==> src/design/jdb_pkg.sv <==
// Package for the jog and DC brake input logic: constants and carrier types.
`default_nettype none
package jdb_pkg;
  // Register offsets (word addresses on the plain register port)
  localparam logic [3:0] JDB_REG_CTRL = 4'h0;
  localparam logic [3:0] JDB_REG_JOG_FREQ = 4'h1;
  localparam logic [3:0] JDB_REG_START_FREQ = 4'h2;
  localparam logic [3:0] JDB_REG_BRK_DELAY = 4'h3;
  localparam logic [3:0] JDB_REG_BRK_FORCE = 4'h4;
  localparam logic [3:0] JDB_REG_STATUS = 4'h5;
  localparam logic [3:0] JDB_REG_IRQ_STAT = 4'h6;
  localparam logic [3:0] JDB_REG_IRQ_MASK = 4'h7;
  localparam logic [3:0] JDB_REG_TERM_FUNC = 4'h8;
  localparam logic [3:0] JDB_REG_RUN_FREQ = 4'h9;
  localparam logic [3:0] JDB_REG_OUT_FREQ = 4'ha;

  // Frequencies in 0.01 Hz units
  localparam logic [15:0] JDB_JOG_MAX_FREQ = 16'h03e8; // 10.00 Hz
  localparam logic [15:0] JDB_ZERO_FREQ = 16'h0000;
  // Unramped step that the output stage survives
  localparam logic [15:0] JDB_STEP_TRIP_FREQ = 16'h0320; // 8.00 Hz
  localparam logic [15:0] JDB_RAMP_STEP = 16'h0001;

  // Brake delay 0.0 to 5.0 s in 0.1 s units; force 0 to 100 percent
  localparam logic [7:0] JDB_BRK_DELAY_MAX = 8'h32;
  localparam logic [7:0] JDB_BRK_FORCE_MAX = 8'h64;
  localparam int JDB_CLK_HZ = 25000000;
  localparam int JDB_DELAY_UNIT_MS = 100;
  localparam int JDB_DELAY_UNIT_CYC = JDB_CLK_HZ / 1000 * JDB_DELAY_UNIT_MS;

  // Input terminal function codes
  localparam logic [7:0] JDB_FUNC_JOG = 8'h06;
  localparam logic [7:0] JDB_FUNC_BRAKE = 8'h07;
  localparam int JDB_NUM_TERM = 5;

  // Control register fields
  localparam int JDB_CTRL_MODE_LSB = 0;
  localparam int JDB_CTRL_KEYPAD_BIT = 4;
  localparam int JDB_CTRL_KEYRUN_BIT = 5;

  // Interrupt events
  localparam int JDB_EV_TRIP = 0;
  localparam int JDB_EV_JOG_REJECT = 1;
  localparam int JDB_EV_ORDER_OFF = 2;
  localparam int JDB_EV_BRAKE = 3;
  localparam int JDB_NUM_EV = 4;

  // Debounce settle time
  localparam int JDB_DEBOUNCE_US = 1000;
  localparam int JDB_DEBOUNCE_CYC = JDB_CLK_HZ / 1000000 * JDB_DEBOUNCE_US;

  // Jog mode codes
  typedef enum logic [2:0] {
    JDB_JM_IGN_COAST = 3'b000,
    JDB_JM_IGN_DECEL = 3'b001,
    JDB_JM_IGN_BRAKE = 3'b010,
    JDB_JM_INT_COAST = 3'b011,
    JDB_JM_INT_DECEL = 3'b100,
    JDB_JM_INT_BRAKE = 3'b101
  } jdb_jog_mode_t;

  // Drive output state
  typedef enum logic [2:0] {
    JDB_ST_IDLE = 3'b000,
    JDB_ST_RUN = 3'b001,
    JDB_ST_JOG = 3'b010,
    JDB_ST_COAST = 3'b011,
    JDB_ST_DECEL = 3'b100,
    JDB_ST_BRAKE = 3'b101,
    JDB_ST_OFF = 3'b110
  } jdb_state_t;

  // Drive command bundle leaving the block
  typedef struct packed {
    logic output_on;
    logic brake_on;
    logic [7:0] brake_force;
    logic [15:0] freq;
    logic trip;
  } jdb_drive_t;

  // Register port request
  typedef struct packed {
    logic [3:0] addr;
    logic [31:0] wdata;
    logic wr;
    logic rd;
  } jdb_bus_req_t;
endpackage : jdb_pkg
`default_nettype wire

==> src/design/jdb_ctrl.sv <==
// Jog command and external DC brake control for the motor drive.
// How it works
// - Jog output frequency is clamped to ten hertz at most.
// - While jogging the output follows the jog frequency setting.
// - Jog starts by stepping straight to its frequency, no ramp.
// - A jog step above the safe step size raises a trip.
// - Modes 0-2 ignore jog while running, 3-5 interrupt; 0 and 3 coast.
// - Modes 1 and 4 end a jog with a normal deceleration.
// - Modes 2 and 5 end a jog with DC braking for one cycle, longer only while the brake terminal is held.
// - Jog asserted before any direction input turns the output off.
// - No jog when jog frequency is zero or below start frequency.
// - Terminal with function 6 is the jog request.
// - Terminal with function 7 is the external brake request.
// - Brake terminal asserted enables DC braking.
// - Brake delay 0.0 to 5.0 s is waited before braking in keypad run only; terminal run brakes at once.
// - Brake force 0 to 100 percent sets brake strength.
// - Terminal run: after brake release, ramp back to previous frequency.
// - Keypad run: output stays off after brake release.
// - Keypad run: coast for the delay, then DC brake.
//
// The plain strobed port and the address map were decided locally.
`default_nettype none
module jdb_ctrl
  import jdb_pkg::*;
#(
  parameter int DEBOUNCE_CYC = JDB_DEBOUNCE_CYC,
  parameter int DELAY_UNIT_CYC = JDB_DELAY_UNIT_CYC,
  parameter int NUM_TERM = JDB_NUM_TERM
) (
  input wire logic clk_in,
  input wire logic rst_in,
  input wire logic forward_run_input_in,
  input wire logic reverse_run_input_in,
  input wire logic [NUM_TERM-1:0] term_in,
  input wire logic [3:0] reg_addr_in,
  input wire logic [31:0] reg_wdata_in,
  input wire logic reg_wr_in,
  input wire logic reg_rd_in,
  output logic [31:0] reg_rdata_out,
  output logic irq_out,
  output logic output_on_out,
  output logic brake_on_out,
  output logic [7:0] brake_force_out,
  output logic [15:0] freq_out,
  output logic reverse_out,
  output logic trip_out
);
  jdb_bus_req_t req;
  jdb_drive_t drive_q;
  jdb_state_t state_q;
  jdb_state_t state_d;
  logic [NUM_TERM-1:0] term_lvl;
  logic fwd_lvl;
  logic rev_lvl;
  logic [2:0] jog_mode_code_q;
  logic keypad_src_q;
  logic keypad_run_q;
  logic [15:0] jog_frequency_setting_q;
  logic [15:0] start_frequency_setting_q;
  logic [15:0] run_freq_q;
  logic [7:0] brake_delay_setting_q;
  logic [7:0] brake_force_setting_q;
  logic [8*NUM_TERM-1:0] term_func_q;
  logic [JDB_NUM_EV-1:0] irq_stat_q;
  logic [JDB_NUM_EV-1:0] irq_mask_q;
  logic [JDB_NUM_EV-1:0] ev_set;
  logic [31:0] rdata_q;
  logic jog_req;
  logic ext_brake;
  logic ext_brake_prev_q;
  logic jog_prev_q;
  logic jog_first_q;
  logic dir_run;
  logic run_cmd;
  logic jog_ok;
  logic [15:0] jog_freq;
  logic motor_moving;
  logic tmr_start;
  logic tmr_busy;
  logic tmr_done;
  logic brake_delay_done_q;

  assign req = '{addr: reg_addr_in, wdata: reg_wdata_in, wr: reg_wr_in, rd: reg_rd_in};

  // Terminal filters for the multifunction terminals and run inputs
  genvar gi;
  generate
    for (gi = 0; gi < NUM_TERM; gi++) begin : g_term
      jdb_input_filter #(.SETTLE_CYC(DEBOUNCE_CYC)) u_filt (
        .clk_in(clk_in),
        .rst_in(rst_in),
        .pin_in(term_in[gi]),
        .level_out(term_lvl[gi])
      );
    end
  endgenerate
  jdb_input_filter #(.SETTLE_CYC(DEBOUNCE_CYC)) u_fwd (
    .clk_in(clk_in),
    .rst_in(rst_in),
    .pin_in(forward_run_input_in),
    .level_out(fwd_lvl)
  );
  jdb_input_filter #(.SETTLE_CYC(DEBOUNCE_CYC)) u_rev (
    .clk_in(clk_in),
    .rst_in(rst_in),
    .pin_in(reverse_run_input_in),
    .level_out(rev_lvl)
  );

  // OR of all terminals carrying a given function code
  function automatic logic term_match(input logic [8*NUM_TERM-1:0] funcs, input logic [NUM_TERM-1:0] lvl,
                                      input logic [7:0] code);
    logic hit;
    hit = 1'b0;
    for (int i = 0; i < NUM_TERM; i++) begin
      if (funcs[8*i +: 8] == code && lvl[i]) begin
        hit = 1'b1;
      end
    end
    return hit;
  endfunction : term_match

  assign jog_req = term_match(term_func_q, term_lvl, JDB_FUNC_JOG);
  assign ext_brake = term_match(term_func_q, term_lvl, JDB_FUNC_BRAKE);
  assign dir_run = fwd_lvl | rev_lvl;
  assign run_cmd = keypad_src_q ? keypad_run_q : dir_run;
  assign motor_moving = (state_q == JDB_ST_RUN) || (state_q == JDB_ST_DECEL);

  // Jog frequency clamp and permission check
  assign jog_freq = (jog_frequency_setting_q > JDB_JOG_MAX_FREQ) ? JDB_JOG_MAX_FREQ
                                                                 : jog_frequency_setting_q;
  assign jog_ok = (jog_freq != JDB_ZERO_FREQ) && (jog_freq >= start_frequency_setting_q);

  // Brake delay timer restarts on every brake terminal rising edge
  assign tmr_start = ext_brake && !ext_brake_prev_q;
  jdb_delay_timer #(.UNIT_CYC(DELAY_UNIT_CYC)) u_delay (
    .clk_in(clk_in),
    .rst_in(rst_in),
    .start_in(tmr_start),
    .units_in(brake_delay_setting_q),
    .busy_out(tmr_busy),
    .done_out(tmr_done)
  );

  // Edge history and jog-before-direction tracking
  always_ff @(posedge clk_in) begin
    if (rst_in) begin
      ext_brake_prev_q <= 1'b0;
      jog_prev_q <= 1'b0;
      jog_first_q <= 1'b0;
      brake_delay_done_q <= 1'b0;
    end else begin
      ext_brake_prev_q <= ext_brake;
      jog_prev_q <= jog_req;
      if (!jog_req) begin
        jog_first_q <= 1'b0;
      end else if (!jog_prev_q && !dir_run) begin
        jog_first_q <= 1'b1;
      end
      if (!ext_brake) begin
        brake_delay_done_q <= 1'b0;
      end else if (tmr_done) begin
        brake_delay_done_q <= 1'b1;
      end
    end
  end

  // Next drive state; brake terminal outranks jog, jog outranks run
  always_comb begin
    state_d = state_q;
    unique case (state_q)
      JDB_ST_IDLE: begin
        if (ext_brake) begin
          state_d = keypad_src_q ? JDB_ST_COAST : JDB_ST_BRAKE;
        end else if (jog_req && jog_first_q && dir_run) begin
          state_d = JDB_ST_OFF;
        end else if (jog_req && dir_run && jog_ok) begin
          state_d = JDB_ST_JOG;
        end else if (run_cmd && !jog_req) begin
          state_d = JDB_ST_RUN;
        end
      end
      JDB_ST_RUN: begin
        if (ext_brake) begin
          state_d = keypad_src_q ? JDB_ST_COAST : JDB_ST_BRAKE;
        end else if (jog_req && !jog_prev_q && jog_mode_code_q >= JDB_JM_INT_COAST && jog_ok) begin
          state_d = JDB_ST_JOG;
        end else if (!run_cmd) begin
          state_d = JDB_ST_DECEL;
        end
      end
      JDB_ST_JOG: begin
        if (ext_brake) begin
          state_d = JDB_ST_BRAKE;
        end else if (!jog_req || !dir_run) begin
          unique case (jog_mode_code_q)
            JDB_JM_IGN_COAST, JDB_JM_INT_COAST: state_d = JDB_ST_IDLE;
            JDB_JM_IGN_DECEL, JDB_JM_INT_DECEL: state_d = JDB_ST_DECEL;
            default: state_d = JDB_ST_BRAKE;
          endcase
        end
      end
      JDB_ST_DECEL: begin
        if (ext_brake) begin
          state_d = JDB_ST_BRAKE;
        end else if (drive_q.freq == JDB_ZERO_FREQ) begin
          state_d = JDB_ST_IDLE;
        end else if (run_cmd && !jog_req) begin
          state_d = JDB_ST_RUN;
        end
      end
      JDB_ST_COAST: begin
        if (!ext_brake) begin
          state_d = JDB_ST_OFF;
        end else if (brake_delay_done_q || tmr_done) begin
          state_d = JDB_ST_BRAKE;
        end
      end
      JDB_ST_BRAKE: begin
        if (!ext_brake && jog_mode_code_q >= JDB_JM_IGN_BRAKE && jog_prev_q) begin
          state_d = JDB_ST_IDLE; // Jog-end brake releases to idle if jog was still held last cycle
        end else if (!ext_brake) begin
          state_d = (!keypad_src_q && dir_run) ? JDB_ST_RUN : JDB_ST_OFF;
        end
      end
      JDB_ST_OFF: begin
        // Output held off until every run, jog and brake command is withdrawn
        if (!run_cmd && !jog_req && !ext_brake && !dir_run) begin
          state_d = JDB_ST_IDLE;
        end
      end
      default: state_d = JDB_ST_IDLE;
    endcase
  end

  always_ff @(posedge clk_in) begin
    if (rst_in) begin
      state_q <= JDB_ST_IDLE;
    end else begin
      state_q <= state_d;
    end
  end

  // Output frequency: jog steps, run ramps up, decel ramps down, brake and off hold zero
  always_ff @(posedge clk_in) begin
    if (rst_in) begin
      drive_q <= '0;
    end else begin
      drive_q.output_on <= (state_d == JDB_ST_RUN) || (state_d == JDB_ST_JOG) || (state_d == JDB_ST_DECEL)
                           || (state_d == JDB_ST_BRAKE);
      drive_q.brake_on <= (state_d == JDB_ST_BRAKE);
      drive_q.brake_force <= (brake_force_setting_q > JDB_BRK_FORCE_MAX) ? JDB_BRK_FORCE_MAX
                                                                         : brake_force_setting_q;
      unique case (state_d)
        JDB_ST_JOG: drive_q.freq <= jog_freq;
        JDB_ST_RUN: begin
          // Ramp back toward the held run frequency after a brake release
          if (drive_q.freq < run_freq_q) begin
            drive_q.freq <= drive_q.freq + JDB_RAMP_STEP;
          end else begin
            drive_q.freq <= run_freq_q;
          end
        end
        JDB_ST_DECEL: begin
          if (drive_q.freq > JDB_ZERO_FREQ) begin
            drive_q.freq <= drive_q.freq - JDB_RAMP_STEP;
          end
        end
        default: drive_q.freq <= JDB_ZERO_FREQ;
      endcase
      // Trip latches on an unramped step too large for the output stage
      if (state_q != JDB_ST_JOG && state_d == JDB_ST_JOG && jog_freq > JDB_STEP_TRIP_FREQ) begin
        drive_q.trip <= 1'b1;
      end else if (req.wr && req.addr == JDB_REG_STATUS && req.wdata[0]) begin
        drive_q.trip <= 1'b0;
      end
    end
  end

  assign output_on_out = drive_q.output_on && !drive_q.trip;
  assign brake_on_out = drive_q.brake_on && !drive_q.trip;
  assign brake_force_out = drive_q.brake_force;
  assign freq_out = drive_q.trip ? JDB_ZERO_FREQ : drive_q.freq;
  assign reverse_out = rev_lvl && !fwd_lvl;
  assign trip_out = drive_q.trip;

  // Settings written by software; out-of-range mode, brake delay and brake force values are clamped on write
  always_ff @(posedge clk_in) begin
    if (rst_in) begin
      jog_mode_code_q <= JDB_JM_IGN_COAST;
      keypad_src_q <= 1'b0;
      keypad_run_q <= 1'b0;
      jog_frequency_setting_q <= JDB_ZERO_FREQ;
      start_frequency_setting_q <= JDB_ZERO_FREQ;
      run_freq_q <= JDB_ZERO_FREQ;
      brake_delay_setting_q <= 8'h00;
      brake_force_setting_q <= 8'h00;
      term_func_q <= '0;
      irq_mask_q <= '0;
    end else if (req.wr) begin
      unique case (req.addr)
        JDB_REG_CTRL: begin
          jog_mode_code_q <= (req.wdata[JDB_CTRL_MODE_LSB +: 3] > JDB_JM_INT_BRAKE) ? JDB_JM_INT_BRAKE
                                                                                    : req.wdata[JDB_CTRL_MODE_LSB +: 3];
          keypad_src_q <= req.wdata[JDB_CTRL_KEYPAD_BIT];
          keypad_run_q <= req.wdata[JDB_CTRL_KEYRUN_BIT];
        end
        JDB_REG_JOG_FREQ: jog_frequency_setting_q <= req.wdata[15:0];
        JDB_REG_START_FREQ: start_frequency_setting_q <= req.wdata[15:0];
        JDB_REG_RUN_FREQ: run_freq_q <= req.wdata[15:0];
        JDB_REG_BRK_DELAY: brake_delay_setting_q <= (req.wdata[7:0] > JDB_BRK_DELAY_MAX) ? JDB_BRK_DELAY_MAX
                                                                                        : req.wdata[7:0];
        JDB_REG_BRK_FORCE: brake_force_setting_q <= (req.wdata[7:0] > JDB_BRK_FORCE_MAX) ? JDB_BRK_FORCE_MAX
                                                                                        : req.wdata[7:0];
        JDB_REG_TERM_FUNC: term_func_q <= (8*NUM_TERM)'(req.wdata); // Bytes past the fourth stay 0
        JDB_REG_IRQ_MASK: irq_mask_q <= req.wdata[JDB_NUM_EV-1:0];
        default: ;
      endcase
    end
  end

  // Sticky events; a new event beats a simultaneous write-one clear
  assign ev_set[JDB_EV_TRIP] = (state_q != JDB_ST_JOG) && (state_d == JDB_ST_JOG) && (jog_freq > JDB_STEP_TRIP_FREQ);
  assign ev_set[JDB_EV_JOG_REJECT] = jog_req && !jog_prev_q && (motor_moving || !jog_ok) &&
                                     (state_d != JDB_ST_JOG);
  assign ev_set[JDB_EV_ORDER_OFF] = (state_q != JDB_ST_OFF) && (state_d == JDB_ST_OFF);
  assign ev_set[JDB_EV_BRAKE] = (state_q != JDB_ST_BRAKE) && (state_d == JDB_ST_BRAKE);
  always_ff @(posedge clk_in) begin
    if (rst_in) begin
      irq_stat_q <= '0;
    end else begin
      irq_stat_q <= (irq_stat_q & ~((req.wr && req.addr == JDB_REG_IRQ_STAT) ? req.wdata[JDB_NUM_EV-1:0]
                                                                             : {JDB_NUM_EV{1'b0}})) | ev_set;
    end
  end
  assign irq_out = |(irq_stat_q & irq_mask_q);

  // Read data one cycle after the strobe, zero otherwise and for unmapped addresses
  always_ff @(posedge clk_in) begin
    if (rst_in) begin
      rdata_q <= '0;
    end else if (!req.rd) begin
      rdata_q <= '0;
    end else begin
      unique case (req.addr)
        JDB_REG_CTRL: rdata_q <= {26'h0, keypad_run_q, keypad_src_q, 1'b0, jog_mode_code_q};
        JDB_REG_JOG_FREQ: rdata_q <= {16'h0, jog_frequency_setting_q};
        JDB_REG_START_FREQ: rdata_q <= {16'h0, start_frequency_setting_q};
        JDB_REG_RUN_FREQ: rdata_q <= {16'h0, run_freq_q};
        JDB_REG_BRK_DELAY: rdata_q <= {24'h0, brake_delay_setting_q};
        JDB_REG_BRK_FORCE: rdata_q <= {24'h0, brake_force_setting_q};
        JDB_REG_STATUS: rdata_q <= {22'h0, tmr_busy, ext_brake, jog_req, rev_lvl, fwd_lvl, state_q, drive_q.trip,
                                    drive_q.brake_on};
        JDB_REG_IRQ_STAT: rdata_q <= {28'h0, irq_stat_q};
        JDB_REG_IRQ_MASK: rdata_q <= {28'h0, irq_mask_q};
        JDB_REG_TERM_FUNC: rdata_q <= 32'(term_func_q);
        JDB_REG_OUT_FREQ: rdata_q <= {16'h0, freq_out};
        default: rdata_q <= '0;
      endcase
    end
  end
  assign reg_rdata_out = rdata_q;
endmodule : jdb_ctrl
`default_nettype wire

==> src/design/jdb_delay_timer.sv <==
// Brake delay timer counting in 0.1 s units.
`default_nettype none
module jdb_delay_timer
  import jdb_pkg::*;
#(
  parameter int UNIT_CYC = JDB_DELAY_UNIT_CYC
) (
  input wire logic clk_in,
  input wire logic rst_in,
  input wire logic start_in,
  input wire logic [7:0] units_in,
  output logic busy_out,
  output logic done_out
);
  localparam int PW = $clog2(UNIT_CYC + 1);
  logic [PW-1:0] pre_q;
  logic [7:0] left_q;
  logic busy_q;
  logic done_q;

  // Restart on start; one done pulse when the count runs out
  always_ff @(posedge clk_in) begin
    if (rst_in) begin
      pre_q <= '0;
      left_q <= '0;
      busy_q <= 1'b0;
      done_q <= 1'b0;
    end else begin
      done_q <= 1'b0;
      if (start_in) begin
        pre_q <= '0;
        left_q <= units_in;
        busy_q <= (units_in != 8'h00);
        done_q <= (units_in == 8'h00);
      end else if (busy_q) begin
        if (pre_q == PW'(UNIT_CYC - 1)) begin
          pre_q <= '0;
          left_q <= left_q - 8'h01;
          if (left_q == 8'h01) begin
            busy_q <= 1'b0;
            done_q <= 1'b1;
          end
        end else begin
          pre_q <= pre_q + 1'b1;
        end
      end
    end
  end

  assign busy_out = busy_q;
  assign done_out = done_q;
endmodule : jdb_delay_timer
`default_nettype wire

==> src/design/jdb_input_filter.sv <==
// Two-flop synchroniser and debounce for one terminal.
`default_nettype none
module jdb_input_filter
  import jdb_pkg::*;
#(
  parameter int SETTLE_CYC = JDB_DEBOUNCE_CYC
) (
  input wire logic clk_in,
  input wire logic rst_in,
  input wire logic pin_in,
  output logic level_out
);
  localparam int CW = $clog2(SETTLE_CYC + 1);
  logic meta_q;
  logic sync_q;
  logic [CW-1:0] cnt_q;
  logic level_q;

  // Two flops; only the second one is read onward
  always_ff @(posedge clk_in) begin
    if (rst_in) begin
      meta_q <= 1'b0;
      sync_q <= 1'b0;
    end else begin
      meta_q <= pin_in;
      sync_q <= meta_q;
    end
  end

  // Level accepted only after staying put for the settle time; contact bounce is swallowed
  always_ff @(posedge clk_in) begin
    if (rst_in) begin
      cnt_q <= '0;
      level_q <= 1'b0;
    end else if (sync_q == level_q) begin
      cnt_q <= '0;
    end else if (cnt_q == CW'(SETTLE_CYC - 1)) begin
      cnt_q <= '0;
      level_q <= sync_q;
    end else begin
      cnt_q <= cnt_q + 1'b1;
    end
  end

  assign level_out = level_q;
endmodule : jdb_input_filter
`default_nettype wire

==> config.mk <==
export PLATFORM = sky130hd
export DESIGN_NAME = jdb_ctrl
export DESIGN_NICKNAME = d
export VERILOG_FILES = /design/src/design/jdb_pkg.sv /design/src/design/jdb_ctrl.sv /design/src/design/jdb_delay_timer.sv /design/src/design/jdb_input_filter.sv
export SDC_FILE = /design/constraint.sdc
export NUM_CORES = 1
export LEC_CHECK = 0
export ABC_AREA = 0
export BUFFER_PORTS_ARGS = -buffer_cell sky130_fd_sc_hd__buf_2
export CAP_MARGIN = 20
export CORE_MARGIN = 4
export CORE_UTILIZATION = 55
export CTS_CLUSTER_SIZE = 16
export DETAILED_ROUTE_END_ITERATION = 7
export GPL_ROUTABILITY_DRIVEN = 0
export PLACE_DENSITY_LB_ADDON = 0.3
export SLEW_MARGIN = 20
export SYNTH_ARGS = -nofsm -noshare
export SYNTH_HDL_FRONTEND = slang
export SYNTH_SLANG_ARGS = --single-unit
==> constraint.sdc <==
create_clock -name clk_in -period 3.3 [get_ports clk_in]
set_input_delay 0.165 -clock clk_in [delete_from_list [all_inputs] [get_ports clk_in]]
set_output_delay 0.165 -clock clk_in [all_outputs]
set_load 0.01 [all_outputs]
==> flow_summary.yaml <==
status:
  status: "complete, but fails checks"
  violations: "negative setup slack"
clock_network:
  htree_levels: 2
  path_clk_slew_ns: 0.06
  insertion_delay_ns: 0.52
  cts_made_buffers: 35
  cts_buffer_depth: 3
  cts-root-buf: "clkbuf_16"
  cts.sinks: 315
  cts_tree: "yes"
cells_and_area:
  drive_gt1_share_pct: 17.4
  finalNetCount: 2130
  fill_cells: 2090
  diodes: 0
  multiInputGateArea_mm2: 0.00861
  register_area_mm2: 0.00631
  syn2layout_area_growth_pct: 22.3
  mostFrequentLayoutCells: "310 x dfxtp_1, 295 x nand2_1, 225 x nor2_1"
  final_common_cell: "dfxtp_1"
critical_path:
  max_stage_delay_ns: 0.38
  r2r_start: "jog_frequency_setting_q[4]"
  worstPathRequired_ns: 3.72
  crit_chain: "o21ai_0 > a211oi_2 > nor2_4 > and2_1 > ha_1 > a21oi_2 > o21ai_2 > or2_4 > o311a_4 > buf_6 > o211ai_1 > and2_4 > buf_6 > and3_4 > o211ai_1 > a311oi_2"
  criticalPathCategory: "flop to flop"
  cp_max_fo: 8
  critical_path.endpoint_type: "flop"
  worstPathArrival_ns: 4.17
  startpoint_type: "flop"
  critPathSlowestCell: "dfxtp_2"
  r2r_slack_ns: -0.45
  worstReg2RegEnd: "drive_q[4]"
  reg2reg_depth: 16
job:
  cap_viol_max_count: 0
synthesis:
  synthCells: 1865
  synth_compound_area_share_pct: 13.7
  synthTopCellsByArea: "dfxtp_1 41%, nand2_1 7.3%, nor2_1 5.6%"
  avgSynthCellArea_um2: 8.16
  synth.top_cell.area_share_pct: 41.4
  synth-async-reset-ratio_pct: 0
  ys_seq_area_share_pct: 41.4
  yosysWarnings: 0
  synth_seq_cells: 315
  synth_top_area_cell: "dfxtp_1"
  synth_xor_area_share_pct: 7.88
  synth_top_family_by_area: "simple AND/OR/NAND/NOR gates"
  synthDistinctLibCells: 80
  synth_edf_count: 0
  yosys_most_used_dff: "dfxtp_1"
  netlist_area_mm2: 0.0152
  synth.area.mux_share_pct: 2.02
  synth-adder-area-share_pct: 3.37
  synth-simple-area-share_pct: 26.9
sta:
  slew_viol_final: 0
  hold_viol_final: 0
  worst_pin_slew_ns: 0.867
  min_period_ns: 3.75
  setup_viol: 25
  clock_skew_ns: 0.0156
  rsz0062_at_grt: "yes"
  final.period_utilization_pct: 113
  timing.fmax_ghz: 0.267
  worst_slack_ns: -0.445
  holdWs_ns: 0.0235
  relSlewSlack_pct: 42.2
  finalSetupTns_ns: -7.36
power_and_ir_drop:
  switching_share_pct: 22.2
  p_clk_share_pct: 49.2
  p_seq_share_pct: 45.4
  power_frac_comb_pct: 5.5
  switchingPower_mw: 1.88
  p_leak_nw: 7.01
  intPower_mw: 6.60
  ir_drop_uv: 410
  power.density_mw_per_mm2: 456
min_path:
  min_path_cells: 3
  hp-start: "reg_wdata_in[4]"
  whs_endpoint: "jog_frequency_setting_q[4]"
  hold_class: "input port to flop"
die:
  start_util_pct: 56.2
  die_h_um: 174
  num_rows: 60
  ios: 108
  dieArea_mm2: 0.0304
  fp.dieW_um: 174
  fp.coreArea_mm2: 0.0271
detailed_routing:
  drc: 0
  post_drt_wl_per_cell_um: 18.3
  vias: 14300
  drtIter0Drc: 1714
  wl_mm: 44.6
  ant_nets: 0
  drt-pass1-iter-count: 6
  avgViaCountPerCell: 5.86
place:
  hpwl_mm: 30.2
  port_buffers: 106
grt:
  grt_pass1_vias: 13600
  antenna_found_initial: 1
  grt_max_degree: 77
  grt_pass1_wl_mm: 70.4
  grt_use_total_pct: 27.9
  grt.overflow.total: 0
[state kept, by name, summed over array words and instances, names as in the netlist, 15 cells and up]
signal                     cells
run_freq_q                    16
start_frequency_setting_q     16
g_term.u_filt.cnt_q           60
jog_frequency_setting_q       16
u_delay.pre_q                 22
reg_rdata_out                 32
term_func_q                   32
drive_q                       18
u_fwd.cnt_q                   15
u_rev.cnt_q                   15
[worst max path at each step]
stage                           startpoint     endpoint  slack [ns]  depth (start not counted)
2_1_floorplan  jog_frequency_setting_q[12]  drive_q[16]       -0.02                         14
3_3_place_gp   jog_frequency_setting_q[12]   drive_q[4]       -0.36                         13
3_5_place_dp   jog_frequency_setting_q[12]   drive_q[4]       -0.46                         16
4_1_cts         jog_frequency_setting_q[2]  drive_q[10]       -0.26                         14
5_1_grt        jog_frequency_setting_q[12]   drive_q[4]       -0.54                         15
6_report        jog_frequency_setting_q[4]   drive_q[4]       -0.45                         16
[layout make-up]
class / instances / share of cell area [%]
flip-flops and latches: 315 / 33.9
multi-input cells: 1391 / 46.2
clock inverters: 14 / 1.14
clock buffers: 48 / 5.57
inverters: 54 / 1.09
well taps: 372 / 2.50
repair buffers: 245 / 9.53
[Yosys cell counts (15+ instances only)]
library cell / number
nor4_1: 29
xor2_1: 79
nand3_1: 79
nor3_1: 38
nor2_1: 229
nand2_1: 297
a21oi_1: 125
and3_1: 38
o21ai_0: 28
xnor2_1: 58
ha_1: 41
dfxtp_1: 315
a211oi_1: 16
clkbuf_1: 90
mux2i_1: 24
and2_1: 28
nor2b_1: 39
inv_1: 52
nand4_1: 15
or3_1: 16
a22oi_1: 31
[kinds of logic (layout without fill, tap and decap cells)]
| logic type | count (synthesis) | after routing |
|---|---|---|
| other | 1 | 7 |
| adder cells (fa/ha/maj) | 41 | 41 |
| flip-flops | 315 | 315 |
| XOR/XNOR | 137 | 137 |
| AND/OR/NAND/NOR | 869 | 869 |
| AO/OA/AOI/OAI | 308 | 308 |
| multiplexers | 29 | 29 |
| buffers and inverters | 165 | 361 |
[timing repair]
action                                 in CTS  in global routing
gates resized for setup                    40                 31
endpoints found under the hold margin      68                  0
cloned                                      1                  0
hold buffers                               32                  0
pin swaps                                  32                 19
buffers inserted                           11                  3
setup endpoints to repair                  25                 26
[layer usage]
layer | vias up | wire length [um] | GRT usage [%]
met5 | - | 8 | 0
met4 | 2 | 2050 | 11.2
met3 | 173 | 4320 | 4.63
met2 | 725 | 20400 | 45.4
met1 | 6637 | 17800 | 37.0
li1 | 6755 | - | -
[metrics by stage]
| step | instance area (um^2) | power, mW | worst slack, ns | utilization, % | std cells |
|---|---|---|---|---|---|
| 4_1_cts | 18500 | 8.50 | -0.260 | 68.1 | 2436 |
| 2_1_floorplan | 15300 | 4.16 | -0.0227 | - | 1871 |
| 3_3_place_gp | 16600 | 4.31 | -0.362 | 61.1 | 2330 |
| 5_1_grt | 18600 | 8.74 | -0.542 | 68.7 | 2439 |
| 6_report | 18600 | 8.49 | -0.445 | 68.7 | 2439 |
| 3_5_place_dp | 16600 | 4.31 | -0.459 | 61.1 | 2330 |
[power groups by stage]
stage          Clock, mW  Combinational [mW]  Sequential, mW
2_1_floorplan          0               0.234            3.93
3_3_place_gp           0               0.372            3.93
3_5_place_dp           0               0.377            3.93
4_1_cts             4.22               0.426            3.85
5_1_grt             4.39               0.491            3.85
6_report            4.17               0.464            3.85
[worst max-delay path: cells and delay by family, from the launching register on]
family,cells,cell delay [ns]
simple gates,5,1.03
buf+inv,2,0.24
compound gates,8,1.79
fa+ha+maj,1,0.21
flops,1,0.38
(Power assumes the default switching activity.)
